===== src/arp_regs.vh =====
// Purpose: constants for the auto-reclose shot policy block
// Assumes: 32-bit APB, byte addresses, one register per aligned word
// Notes:   delays are counted in 0.01 s steps of the shared step tick
`ifndef ARP_REGS_VH
`define ARP_REGS_VH

// register byte offsets
`define ARP_CTRL_OFF      8'h00
`define ARP_FAST_MASK_OFF 8'h04
`define ARP_PH_FAST_OFF   8'h08
`define ARP_EF_FAST_OFF   8'h0C
`define ARP_DEAD_OFF      8'h10
`define ARP_RECLAIM_OFF   8'h14
`define ARP_RECLOSE_OFF   8'h18
`define ARP_INHIBIT_OFF   8'h1C
`define ARP_STATUS_OFF    8'h20
`define ARP_IRQ_STAT_OFF  8'h24
`define ARP_IRQ_CLR_OFF   8'h28
`define ARP_IRQ_EN_OFF    8'h2C

// control fields
`define ARP_CTRL_ENABLE   0
`define ARP_CTRL_DEADMODE 1
`define ARP_CTRL_UNLOCK   2
// fast mask fields
`define ARP_PH_MASK_LSB   0
`define ARP_EF_MASK_LSB   8
// status fields
`define ARP_ST_STATE_LSB  0
`define ARP_ST_SHOT_LSB   4
`define ARP_ST_LOCK_BIT   8
// interrupt event bits
`define ARP_EV_TRIP       0
`define ARP_EV_RECLOSE    1
`define ARP_EV_LOCKOUT    2
`define ARP_EV_SEQRESET   3

// reset values
`define ARP_FAST_RST      5'h00
`define ARP_MASK4_RST     32'h0000_0000
`define ARP_FDLY_RST      10'h000
`define ARP_DEAD_RST      16'h0014
`define ARP_RECLAIM_RST   16'h00C8
`define ARP_FDLY_MAX      10'h3E7

// timing: step of every delay setting and the system clock period
`define ARP_STEP_NS       10000000
`define ARP_CLK_NS        25

`endif


===== src/arp_step_timer.v =====
// Purpose: delay timer counting 0.01 s steps up to a programmed limit
// Assumes: step_tick is a one-cycle pulse on clk_sys
// Notes:   limit of zero expires in the same cycle run is raised
`timescale 1ns/1ps
`default_nettype none

module arp_step_timer #(
    parameter WIDTH = 16
) (
    // clock and reset
    input  wire             clk_sys,
    input  wire             resetn,
    // control
    input  wire             run,
    input  wire             step_tick,
    input  wire [WIDTH-1:0] limit,
    // result
    output wire             expired
);

    reg  [WIDTH-1:0] count_q;
    reg  [WIDTH-1:0] count_d;

    // count held while expired so the compare stays true
    always @* begin
        count_d = count_q;
        if (!run) begin
            count_d = {WIDTH{1'b0}};
        end else if (step_tick && count_q < limit) begin
            count_d = count_q + {{(WIDTH-1){1'b0}}, 1'b1};
        end
    end

    always @(posedge clk_sys) begin
        if (!resetn) begin
            count_q <= {WIDTH{1'b0}};
        end else begin
            count_q <= count_d;
        end
    end

    assign expired = run && (count_q >= limit);

endmodule
`default_nettype wire


===== src/arp_shot_policy.v =====
// Purpose: per-shot fast-trip, reclose and inhibit policy of the auto-recloser
// Assumes: stage inputs come from protection logic on clk_sys; breaker aux is a pin
// Notes:   stage order 0..7: phase one..three, earth one..three, aux one, aux two
//
// Overview of operation
// - five-bit phase fast-trip mask, one bit per trip, reset zero, used while running.
// - a set phase fast bit times the phase trip on the fast delay.
// - if the element delay is shorter, trip on whichever timer ends first.
// - mask bit zero governs the first trip, bit four the fifth.
// - fast delays programmable 0 to 9.99 s in 0.01 s steps, reset zero.
// - separate five-bit earth fast-trip mask, reset zero, used while running.
// - earth fast trip still trips on a shorter definite-time delay.
// - each stage has a four-bit reclose mask, one bit per cycle, reset zero.
// - a zero reclose bit makes the trip final and locks the recloser out.
// - a one reclose bit issues the reclose command after the dead time.
// - each stage has a four-bit inhibit mask, one bit per reclosing shot.
// - a set inhibit bit suppresses that stage trip after that shot.
// - reclaim timeout resets the sequence; a trip inside it advances or locks.
// - dead time starts on breaker aux drop or on protection reset, as set.
`timescale 1ns/1ps
`default_nettype none
`include "arp_regs.vh"

module arp_shot_policy #(
    parameter NSTAGE      = 8,
    parameter NSHOT       = 5,
    parameter NCYCLE      = 4,
    parameter TICK_CYCLES = `ARP_STEP_NS / `ARP_CLK_NS
) (
    // clock and reset
    input  wire        clk_sys,
    input  wire        resetn,
    // apb slave
    input  wire [7:0]  paddr,
    input  wire        psel,
    input  wire        penable,
    input  wire        pwrite,
    input  wire [31:0] pwdata,
    output wire        pready,
    output reg  [31:0] prdata,
    output wire        pslverr,
    // protection elements
    input  wire [7:0]  stage_start,
    input  wire [7:0]  stage_delay_done,
    input  wire        breaker_closed_aux_input,
    // results
    output reg  [7:0]  stage_trip_q,
    output reg         reclose_cmd_q,
    output wire        ar_locked,
    output wire        irq
);

    // sequencer states
    localparam [2:0] ST_IDLE    = 3'h0;
    localparam [2:0] ST_TRIPPED = 3'h1;
    localparam [2:0] ST_DEAD    = 3'h2;
    localparam [2:0] ST_RECLAIM = 3'h3;
    localparam [2:0] ST_LOCKED  = 3'h4;

    // settings
    reg        ar_enable_q;
    reg        dead_mode_q;
    reg  [4:0] ph_fast_mask_q;
    reg  [4:0] ef_fast_mask_q;
    reg  [9:0] ph_fast_dly_q;
    reg  [9:0] ef_fast_dly_q;
    reg [15:0] dead_time_q;
    reg [15:0] reclaim_q;
    reg [31:0] reclose_mask_q;
    reg [31:0] inhibit_mask_q;
    reg  [3:0] irq_stat_q;
    reg  [3:0] irq_en_q;
    // sequence state
    reg  [2:0] state_q;
    reg  [2:0] state_d;
    reg  [2:0] shot_q;
    reg  [2:0] shot_d;
    reg        brk_meta_q;
    reg        brk_sync_q;
    reg [18:0] tick_cnt_q;
    reg        tick_q;

    // picks one bit of a stage's 4-bit field in a packed per-stage mask
    function stage_bit;
        input [31:0] word;
        input [2:0]  stage;
        input [1:0]  idx;
        begin
            stage_bit = word[stage*4 + idx];
        end
    endfunction

    // lowest set bit of a stage vector
    function [2:0] first_stage;
        input [7:0] vec;
        integer i;
        begin
            first_stage = 3'h0;
            for (i = 7; i >= 0; i = i - 1) begin
                if (vec[i]) begin
                    first_stage = i[2:0];
                end
            end
        end
    endfunction

    // apb decode; zero wait states, error on unmapped offsets
    wire apb_wr = psel && penable && pwrite;
    wire apb_rd = psel && !pwrite;
    reg  addr_ok;
    always @* begin
        case (paddr)
            `ARP_CTRL_OFF, `ARP_FAST_MASK_OFF, `ARP_PH_FAST_OFF, `ARP_EF_FAST_OFF,
            `ARP_DEAD_OFF, `ARP_RECLAIM_OFF, `ARP_RECLOSE_OFF, `ARP_INHIBIT_OFF,
            `ARP_STATUS_OFF, `ARP_IRQ_STAT_OFF, `ARP_IRQ_CLR_OFF,
            `ARP_IRQ_EN_OFF: addr_ok = 1'b1;
            default:         addr_ok = 1'b0;
        endcase
    end
    assign pready  = 1'b1;
    assign pslverr = psel && penable && !addr_ok;
    wire wr_ok = apb_wr && addr_ok;

    // 0.01 s step tick shared by every timer
    always @(posedge clk_sys) begin
        if (!resetn) begin
            tick_cnt_q <= 19'h00000;
            tick_q     <= 1'b0;
        end else if (tick_cnt_q == TICK_CYCLES - 1) begin
            tick_cnt_q <= 19'h00000;
            tick_q     <= 1'b1;
        end else begin
            tick_cnt_q <= tick_cnt_q + 19'h00001;
            tick_q     <= 1'b0;
        end
    end

    // recloser is live only when enabled and not locked out
    wire       ar_run     = ar_enable_q && (state_q != ST_LOCKED);
    wire       in_reclaim = (state_q == ST_RECLAIM);
    wire [2:0] shot_idx   = (shot_q == 3'h0) ? 3'h0 : shot_q - 3'h1;
    // fast bit for the coming trip; bit zero is the first trip
    wire ph_fast_sel = ar_run && (shot_q < NSHOT) && ph_fast_mask_q[shot_q];
    wire ef_fast_sel = ar_run && (shot_q < NSHOT) && ef_fast_mask_q[shot_q];

    // fast timers run while any stage of their group is started
    wire ph_fast_done;
    wire ef_fast_done;
    arp_step_timer #(.WIDTH(10)) u_ph_fast (
        .clk_sys   (clk_sys),
        .resetn    (resetn),
        .run       (ph_fast_sel && |stage_start[2:0]),
        .step_tick (tick_q),
        .limit     (ph_fast_dly_q),
        .expired   (ph_fast_done)
    );
    arp_step_timer #(.WIDTH(10)) u_ef_fast (
        .clk_sys   (clk_sys),
        .resetn    (resetn),
        .run       (ef_fast_sel && |stage_start[5:3]),
        .step_tick (tick_q),
        .limit     (ef_fast_dly_q),
        .expired   (ef_fast_done)
    );

    // per-stage trip: shorter of element or fast delay, then last shot's inhibit
    reg [7:0] trip_d;
    integer   s;
    always @* begin
        trip_d = 8'h00;
        for (s = 0; s < NSTAGE; s = s + 1) begin
            trip_d[s] = stage_delay_done[s];
            if (s < 3) begin
                trip_d[s] = trip_d[s] | (stage_start[s] & ph_fast_done);
            end else if (s < 6) begin
                trip_d[s] = trip_d[s] | (stage_start[s] & ef_fast_done);
            end
            if (in_reclaim && stage_bit(inhibit_mask_q, s[2:0], shot_idx[1:0])) begin
                trip_d[s] = 1'b0;
            end
        end
    end

    // a new trip is the first cycle any stage trips
    wire       trip_new   = (trip_d != 8'h00) && (stage_trip_q == 8'h00);
    wire [2:0] trip_stage = first_stage(trip_d);
    wire       close_bit  = (shot_q < NCYCLE) &&
                            stage_bit(reclose_mask_q, trip_stage, shot_q[1:0]);
    // dead and reclaim timers
    wire dead_go   = dead_mode_q ? (stage_start == 8'h00) : !brk_sync_q;
    wire dead_done;
    wire reclaim_done;
    arp_step_timer #(.WIDTH(16)) u_dead (
        .clk_sys   (clk_sys),
        .resetn    (resetn),
        .run       (state_q == ST_DEAD),
        .step_tick (tick_q),
        .limit     (dead_time_q),
        .expired   (dead_done)
    );
    arp_step_timer #(.WIDTH(16)) u_reclaim (
        .clk_sys   (clk_sys),
        .resetn    (resetn),
        .run       (in_reclaim),
        .step_tick (tick_q),
        .limit     (reclaim_q),
        .expired   (reclaim_done)
    );

    // sequencer; trips in the tripped and dead states are not counted
    reg ev_reclose;
    reg ev_lockout;
    reg ev_reset;
    wire unlock = wr_ok && (paddr == `ARP_CTRL_OFF) && pwdata[`ARP_CTRL_UNLOCK];
    always @* begin
        state_d    = state_q;
        shot_d     = shot_q;
        ev_reclose = 1'b0;
        ev_lockout = 1'b0;
        ev_reset   = 1'b0;
        case (state_q)
            ST_IDLE, ST_RECLAIM: begin
                if (!ar_enable_q) begin
                    state_d = ST_IDLE;
                    shot_d  = 3'h0;
                end else if (trip_new) begin
                    shot_d = shot_q + 3'h1;
                    if (close_bit) begin
                        state_d = ST_TRIPPED;
                    end else begin
                        state_d    = ST_LOCKED;
                        shot_d     = 3'h0;
                        ev_lockout = 1'b1;
                    end
                end else if (in_reclaim && reclaim_done) begin
                    state_d  = ST_IDLE;
                    shot_d   = 3'h0;
                    ev_reset = 1'b1;
                end
            end
            ST_TRIPPED: begin
                if (!ar_enable_q) begin
                    state_d = ST_IDLE;
                    shot_d  = 3'h0;
                end else if (dead_go) begin
                    state_d = ST_DEAD;
                end
            end
            ST_DEAD: begin
                if (!ar_enable_q) begin
                    state_d = ST_IDLE;
                    shot_d  = 3'h0;
                end else if (dead_done) begin
                    state_d    = ST_RECLAIM;
                    ev_reclose = 1'b1;
                end
            end
            ST_LOCKED: begin
                if (unlock) begin
                    state_d = ST_IDLE;
                end
            end
            default: begin
                state_d = ST_IDLE;
                shot_d  = 3'h0;
            end
        endcase
    end
    // sequence, trip and breaker sync flops
    always @(posedge clk_sys) begin
        if (!resetn) begin
            state_q       <= ST_IDLE;
            shot_q        <= 3'h0;
            reclose_cmd_q <= 1'b0;
            stage_trip_q  <= 8'h00;
            brk_meta_q    <= 1'b0;
            brk_sync_q    <= 1'b0;
        end else begin
            state_q       <= state_d;
            shot_q        <= shot_d;
            reclose_cmd_q <= ev_reclose;
            stage_trip_q  <= trip_d;
            brk_meta_q    <= breaker_closed_aux_input; // pin crosses in through two flops
            brk_sync_q    <= brk_meta_q;
        end
    end
    assign ar_locked = (state_q == ST_LOCKED);

    // settings writes; fast delays above 9.99 s clamp to the maximum
    always @(posedge clk_sys) begin
        if (!resetn) begin
            ar_enable_q    <= 1'b0;
            dead_mode_q    <= 1'b0;
            ph_fast_mask_q <= `ARP_FAST_RST;
            ef_fast_mask_q <= `ARP_FAST_RST;
            ph_fast_dly_q  <= `ARP_FDLY_RST;
            ef_fast_dly_q  <= `ARP_FDLY_RST;
            dead_time_q    <= `ARP_DEAD_RST;
            reclaim_q      <= `ARP_RECLAIM_RST;
            reclose_mask_q <= `ARP_MASK4_RST;
            inhibit_mask_q <= `ARP_MASK4_RST;
            irq_en_q       <= 4'h0;
        end else if (wr_ok) begin
            case (paddr)
                `ARP_CTRL_OFF: begin
                    ar_enable_q <= pwdata[`ARP_CTRL_ENABLE];
                    dead_mode_q <= pwdata[`ARP_CTRL_DEADMODE];
                end
                `ARP_FAST_MASK_OFF: begin
                    ph_fast_mask_q <= pwdata[`ARP_PH_MASK_LSB +: 5];
                    ef_fast_mask_q <= pwdata[`ARP_EF_MASK_LSB +: 5];
                end
                `ARP_PH_FAST_OFF: begin
                    ph_fast_dly_q <= (pwdata[9:0] > `ARP_FDLY_MAX || pwdata[31:10] != 22'h0)
                                     ? `ARP_FDLY_MAX : pwdata[9:0];
                end
                `ARP_EF_FAST_OFF: begin
                    ef_fast_dly_q <= (pwdata[9:0] > `ARP_FDLY_MAX || pwdata[31:10] != 22'h0)
                                     ? `ARP_FDLY_MAX : pwdata[9:0];
                end
                `ARP_DEAD_OFF:    dead_time_q    <= pwdata[15:0];
                `ARP_RECLAIM_OFF: reclaim_q      <= pwdata[15:0];
                `ARP_RECLOSE_OFF: reclose_mask_q <= pwdata;
                `ARP_INHIBIT_OFF: inhibit_mask_q <= pwdata;
                `ARP_IRQ_EN_OFF:  irq_en_q       <= pwdata[3:0];
                default: ;
            endcase
        end
    end

    // sticky events; a set in the clearing cycle wins over the clear
    wire [3:0] ev_vec = {ev_reset, ev_lockout, ev_reclose, trip_new};
    wire [3:0] clr_vec = (wr_ok && paddr == `ARP_IRQ_CLR_OFF) ? pwdata[3:0] : 4'h0;
    always @(posedge clk_sys) begin
        if (!resetn) begin
            irq_stat_q <= 4'h0;
        end else begin
            irq_stat_q <= (irq_stat_q & ~clr_vec) | ev_vec;
        end
    end
    assign irq = |(irq_stat_q & irq_en_q);

    // read mux; write-only clear register reads zero
    always @* begin
        prdata = 32'h0000_0000;
        if (apb_rd) begin
            case (paddr)
                `ARP_CTRL_OFF:      prdata = {30'h0, dead_mode_q, ar_enable_q};
                `ARP_FAST_MASK_OFF: prdata = {19'h0, ef_fast_mask_q, 3'h0, ph_fast_mask_q};
                `ARP_PH_FAST_OFF:   prdata = {22'h0, ph_fast_dly_q};
                `ARP_EF_FAST_OFF:   prdata = {22'h0, ef_fast_dly_q};
                `ARP_DEAD_OFF:      prdata = {16'h0, dead_time_q};
                `ARP_RECLAIM_OFF:   prdata = {16'h0, reclaim_q};
                `ARP_RECLOSE_OFF:   prdata = reclose_mask_q;
                `ARP_INHIBIT_OFF:   prdata = inhibit_mask_q;
                `ARP_STATUS_OFF:    prdata = {23'h0, ar_locked, 1'b0, shot_q, 1'b0, state_q};
                `ARP_IRQ_STAT_OFF:  prdata = {28'h0, irq_stat_q};
                `ARP_IRQ_EN_OFF:    prdata = {28'h0, irq_en_q};
                default:            prdata = 32'h0000_0000;
            endcase
        end
    end

endmodule
`default_nettype wire


===== config.mk =====
export PLATFORM = sky130hd
export DESIGN_NAME = arp_shot_policy
export DESIGN_NICKNAME = d
export VERILOG_FILES = /design/src/arp_step_timer.v /design/src/arp_shot_policy.v
export VERILOG_INCLUDE_DIRS = /design/src
export SDC_FILE = /design/constraint.sdc
export NUM_CORES = 1
export LEC_CHECK = 0
export BUFFER_PORTS_ARGS = -buffer_cell sky130_fd_sc_hd__buf_2
export CORE_ASPECT_RATIO = 0.9
export CORE_MARGIN = 2
export CORE_UTILIZATION = 40
export CTS_CLUSTER_DIAMETER = 200
export CTS_CLUSTER_SIZE = 25
export DETAILED_ROUTE_END_ITERATION = 8
export SYNTH_ARGS = -nofsm -noshare
export SYNTH_HDL_FRONTEND = slang
export SYNTH_SLANG_ARGS = --single-unit

===== constraint.sdc =====
create_clock -name clk_sys -period 10.58 [get_ports clk_sys]
set_clock_uncertainty 0.1 [all_clocks]
set_input_delay 2.116 -clock clk_sys [delete_from_list [all_inputs] [get_ports clk_sys]]
set_output_delay 2.116 -clock clk_sys [all_outputs]
set_load 0.03 [all_outputs]

==> results.py <==
metrics = {
    "final_layout": {
        "syn_to_final_growth_pct": 10.5,
        "fin_nets": 1675,
        "utilization_pct": 44.9,
        "multiInputGateArea_sq_um": 7110,
        "drive_gt1_share_pct": 12.0,
        "register_area_sq_um": 4500,
        "stdcell_count": 1957,
        "nFillCells": 2996,
    },
    "min_path": {
        "hold_depth": 1,
        "hold_path_class": "reg -> reg",
        "hold_start": "brk_meta_q$_SDFF_PN0_",
        "hold_end": "brk_sync_q$_SDFF_PN0_",
    },
    "clocking": {
        "cts_tree": "built",
        "clk_pin_slew_ns": 0.11,
        "htreeDepth": 1,
        "clockRootBuffer": "clkbuf_16",
        "cts_hold_buf": 0,
        "cts.path.max_buffers": 3,
        "cts_buffers": 12,
        "post_cts_buffers": 0,
        "clk_latency_ns": 0.49,
        "cts_resized": 0,
        "clock-sinks": 225,
    },
    "placement": {
        "hpwlAfterDp_um": 28100,
        "dpl.cell_count": 1943,
        "place.gp.congestion": 0.963,
        "io_buffers": 105,
    },
    "synth": {
        "synth_cell_types": 80,
        "synth-adder-area-share_pct": 6.06,
        "synth_fp_nets": 1606,
        "syn_area_sq_um": 12200,
        "synth_flop_cell": "dfxtp_1",
        "synth_top_family_by_area": "simple AND/OR/NAND/NOR gates",
        "ys_seq_area_share_pct": 37.0,
        "synthTopCellsByArea": "dfxtp_1, nand2_1, ha_1",
        "synth-xor-area-share_pct": 4.24,
        "synth_seq_cells": 225,
        "async_flop_share_pct": 0,
        "synth_warnings": 0,
        "synth.largest_area_cell": "dfxtp_1",
        "yosysMostFrequentCell": "nand2_1",
        "synth_commonest_cells": "nand2_1, dfxtp_1, nor2_1, a21boi_0, inv_1",
        "synth_top_cell_area_share_pct": 37.0,
        "synth_area_per_cell_sq_um": 8.20,
        "synth_cells": 1485,
        "yosys.area_share.simple_pct": 23.2,
        "synth-edff-count": 0,
        "synth_compound_area_share_pct": 20.8,
        "synth.area.mux_share_pct": 3.71,
    },
    "floorplanning": {
        "start_util_pct": 40.6,
        "die-width_um": 188,
        "core_area_sq_um": 30000,
        "rows": 60,
        "dieHeight_um": 170,
        "ioPinCount": 107,
        "dieArea_sq_um": 31900,
    },
    "worst_setup_path": {
        "critPathTopFamily": "simple AND/OR/NAND/NOR gates",
        "startpoint_type": "input pin",
        "crit_buf_inv": 2,
        "worstPathArrival_ns": 4.53,
        "path_cells": "buf_2, nor2_1, nand3_1, nor2_1, a22o_1, a221oi_1, a31oi_1, buf_2",
        "r2r-end": "irq_stat_q[2]$_SDFF_PN0_",
        "cp-end-kind": "output pin",
        "critPathMaxFanout": 11,
        "critPathSlowestCell": "nor2_1",
        "worst-setup-path-type": "in -> out",
        "startpoint": "paddr[1]",
        "cp_data_required_time_ns": 8.36,
        "r2r_cells": 11,
        "crit_path_max_incr_delay_ns": 0.84,
        "r2r-start": "shot_q[0]$_SDFFE_PN0P_",
        "worst-r2r-setup-slack_ns": 6.30,
    },
    "grt": {
        "antenna_found_initial": 3,
        "grt_pass1_wl_um": 60200,
        "grt_start_max_net_pins": 76,
        "overflow": 0,
        "first_global_vias": 10466,
        "grt_use_total_pct": 23.9,
    },
    "flow_run": {
        "drv_cap": 0,
    },
    "sta": {
        "tightest_slew_ns": 1.19,
        "finalSetupTns_ns": 0,
        "setup_viol": 0,
        "rsz0062_at_grt": "no",
        "slew_viol_final": 0,
        "fin_crit_ns": 6.74,
        "slew_headroom_pct": 20.5,
        "max_freq_mhz": 148,
        "post-route-period-util_pct": 63.7,
        "hold_viol_final": 0,
    },
    "routing": {
        "vias_per_cell": 5.71,
        "ant_nets": 0,
        "wl_per_cell_um": 19.7,
        "drt_first_pass_iters": 7,
        "wl_um": 38600,
        "route.detailed.drc": 0,
        "vias": 11170,
        "drt-initial-drc-count": 1030,
    },
    "power": {
        "power_density_nw_per_um2": 106,
        "leakagePower_uw": 0.00482,
        "ir_drop_uv": 69.7,
    },
    "outcome": {
        "status": "complete, no violations",
    },
}
==> worst max path at each step <==
stage | end | slack [ns] | cells after the start
finish | prdata[0] | 3.84 | 8
global route | prdata[0] | 3.72 | 8
CTS | prdata[8] | 3.97 | 7
detailed placement | prdata[8] | 3.95 | 7
global placement | prdata[8] | 3.97 | 7
floorplan | prdata[7] | 4.56 | 6
==> cell type report <==
type / instances / area share (%)
Clock buffer: 13 / 2.42
Antenna cell: 1 / 0.0186
Timing Repair Buffer: 131 / 5.38
Multi-Input combinational cell: 1110 / 52.9
Sequential cell: 225 / 33.5
Inverter: 74 / 2.07
Tap cell: 403 / 3.75
==> cell usage in the layout, fill, tap and decap left out, drive strengths merged, types with 11 or more instances in the layout <==
cell,synthesis,final
or3,11,11
nor2,130,130
nor4,22,22
nand4,18,18
a221oi,12,12
buf,15,131
o21ai,31,31
xnor2,18,18
nor2b,11,11
mux2i,18,18
inv,74,74
a22oi,43,43
xor2,41,41
and3,21,21
o211a,17,17
ha,59,59
nor3,18,18
a21oi,60,60
nand3,54,54
a21boi,79,79
dfxtp,225,225
and2,13,13
clkbuf,61,13
a31oi,15,15
nand2,282,282
==> state kept, by name, summed over array words and instances (netlist names), 8 cells and up <==
name               count
dead_time_q           16
u_ef_fast.count_q     10
u_ph_fast.count_q     10
reclaim_q             16
u_reclaim.count_q     16
inhibit_mask_q        32
ph_fast_dly_q         10
stage_trip_q           8
tick_cnt_q            19
u_dead.count_q        16
reclose_mask_q        32
ef_fast_dly_q         10
==> routing by layer <==
layer | track usage, % | routed length [um]
met5 | 0 | 23
met4 | 6.68 | 1030
met3 | 4.09 | 3080
met2 | 38.1 | 17200
met1 | 33.3 | 17300
==> stage by stage <==
| step | worst slack [ns] | hold slack [ns] | total power [uW] | instance area [sq um] |
|---|---|---|---|---|
| 4_1_cts | 3.97 | 0.359 | 1440 | 13400 |
| 6_report | 3.84 | 0.352 | 1430 | 13400 |
| 3_5_place_dp | 3.95 | 0.348 | 940 | 13100 |
| 2_1_floorplan | 4.56 | 0.312 | 907 | 12200 |
| 3_3_place_gp | 3.97 | 0.327 | 939 | 13100 |
| 5_1_grt | 3.72 | 0.371 | 1480 | 13400 |
==> where the power goes <==
group,leakage [uW],internal (uW),total [uW],switching (uW)
combinational,0.00284,23.3,69.7,46.3
clock,0.000160,221,508,287
sequential,0.00181,850,851,1.76
total,0.00482,1090,1430,335
==> kinds of logic after synthesis <==
kind of cell / Yosys count
AO/OA/AOI/OAI: 345
XOR/XNOR: 59
adder cells (fa/ha/maj): 59
buffers and inverters: 150
flip-flops: 225
multiplexers: 33
other: 1
AND/OR/NAND/NOR: 613
No activity file was read; power rests on OpenSTA's default activity.
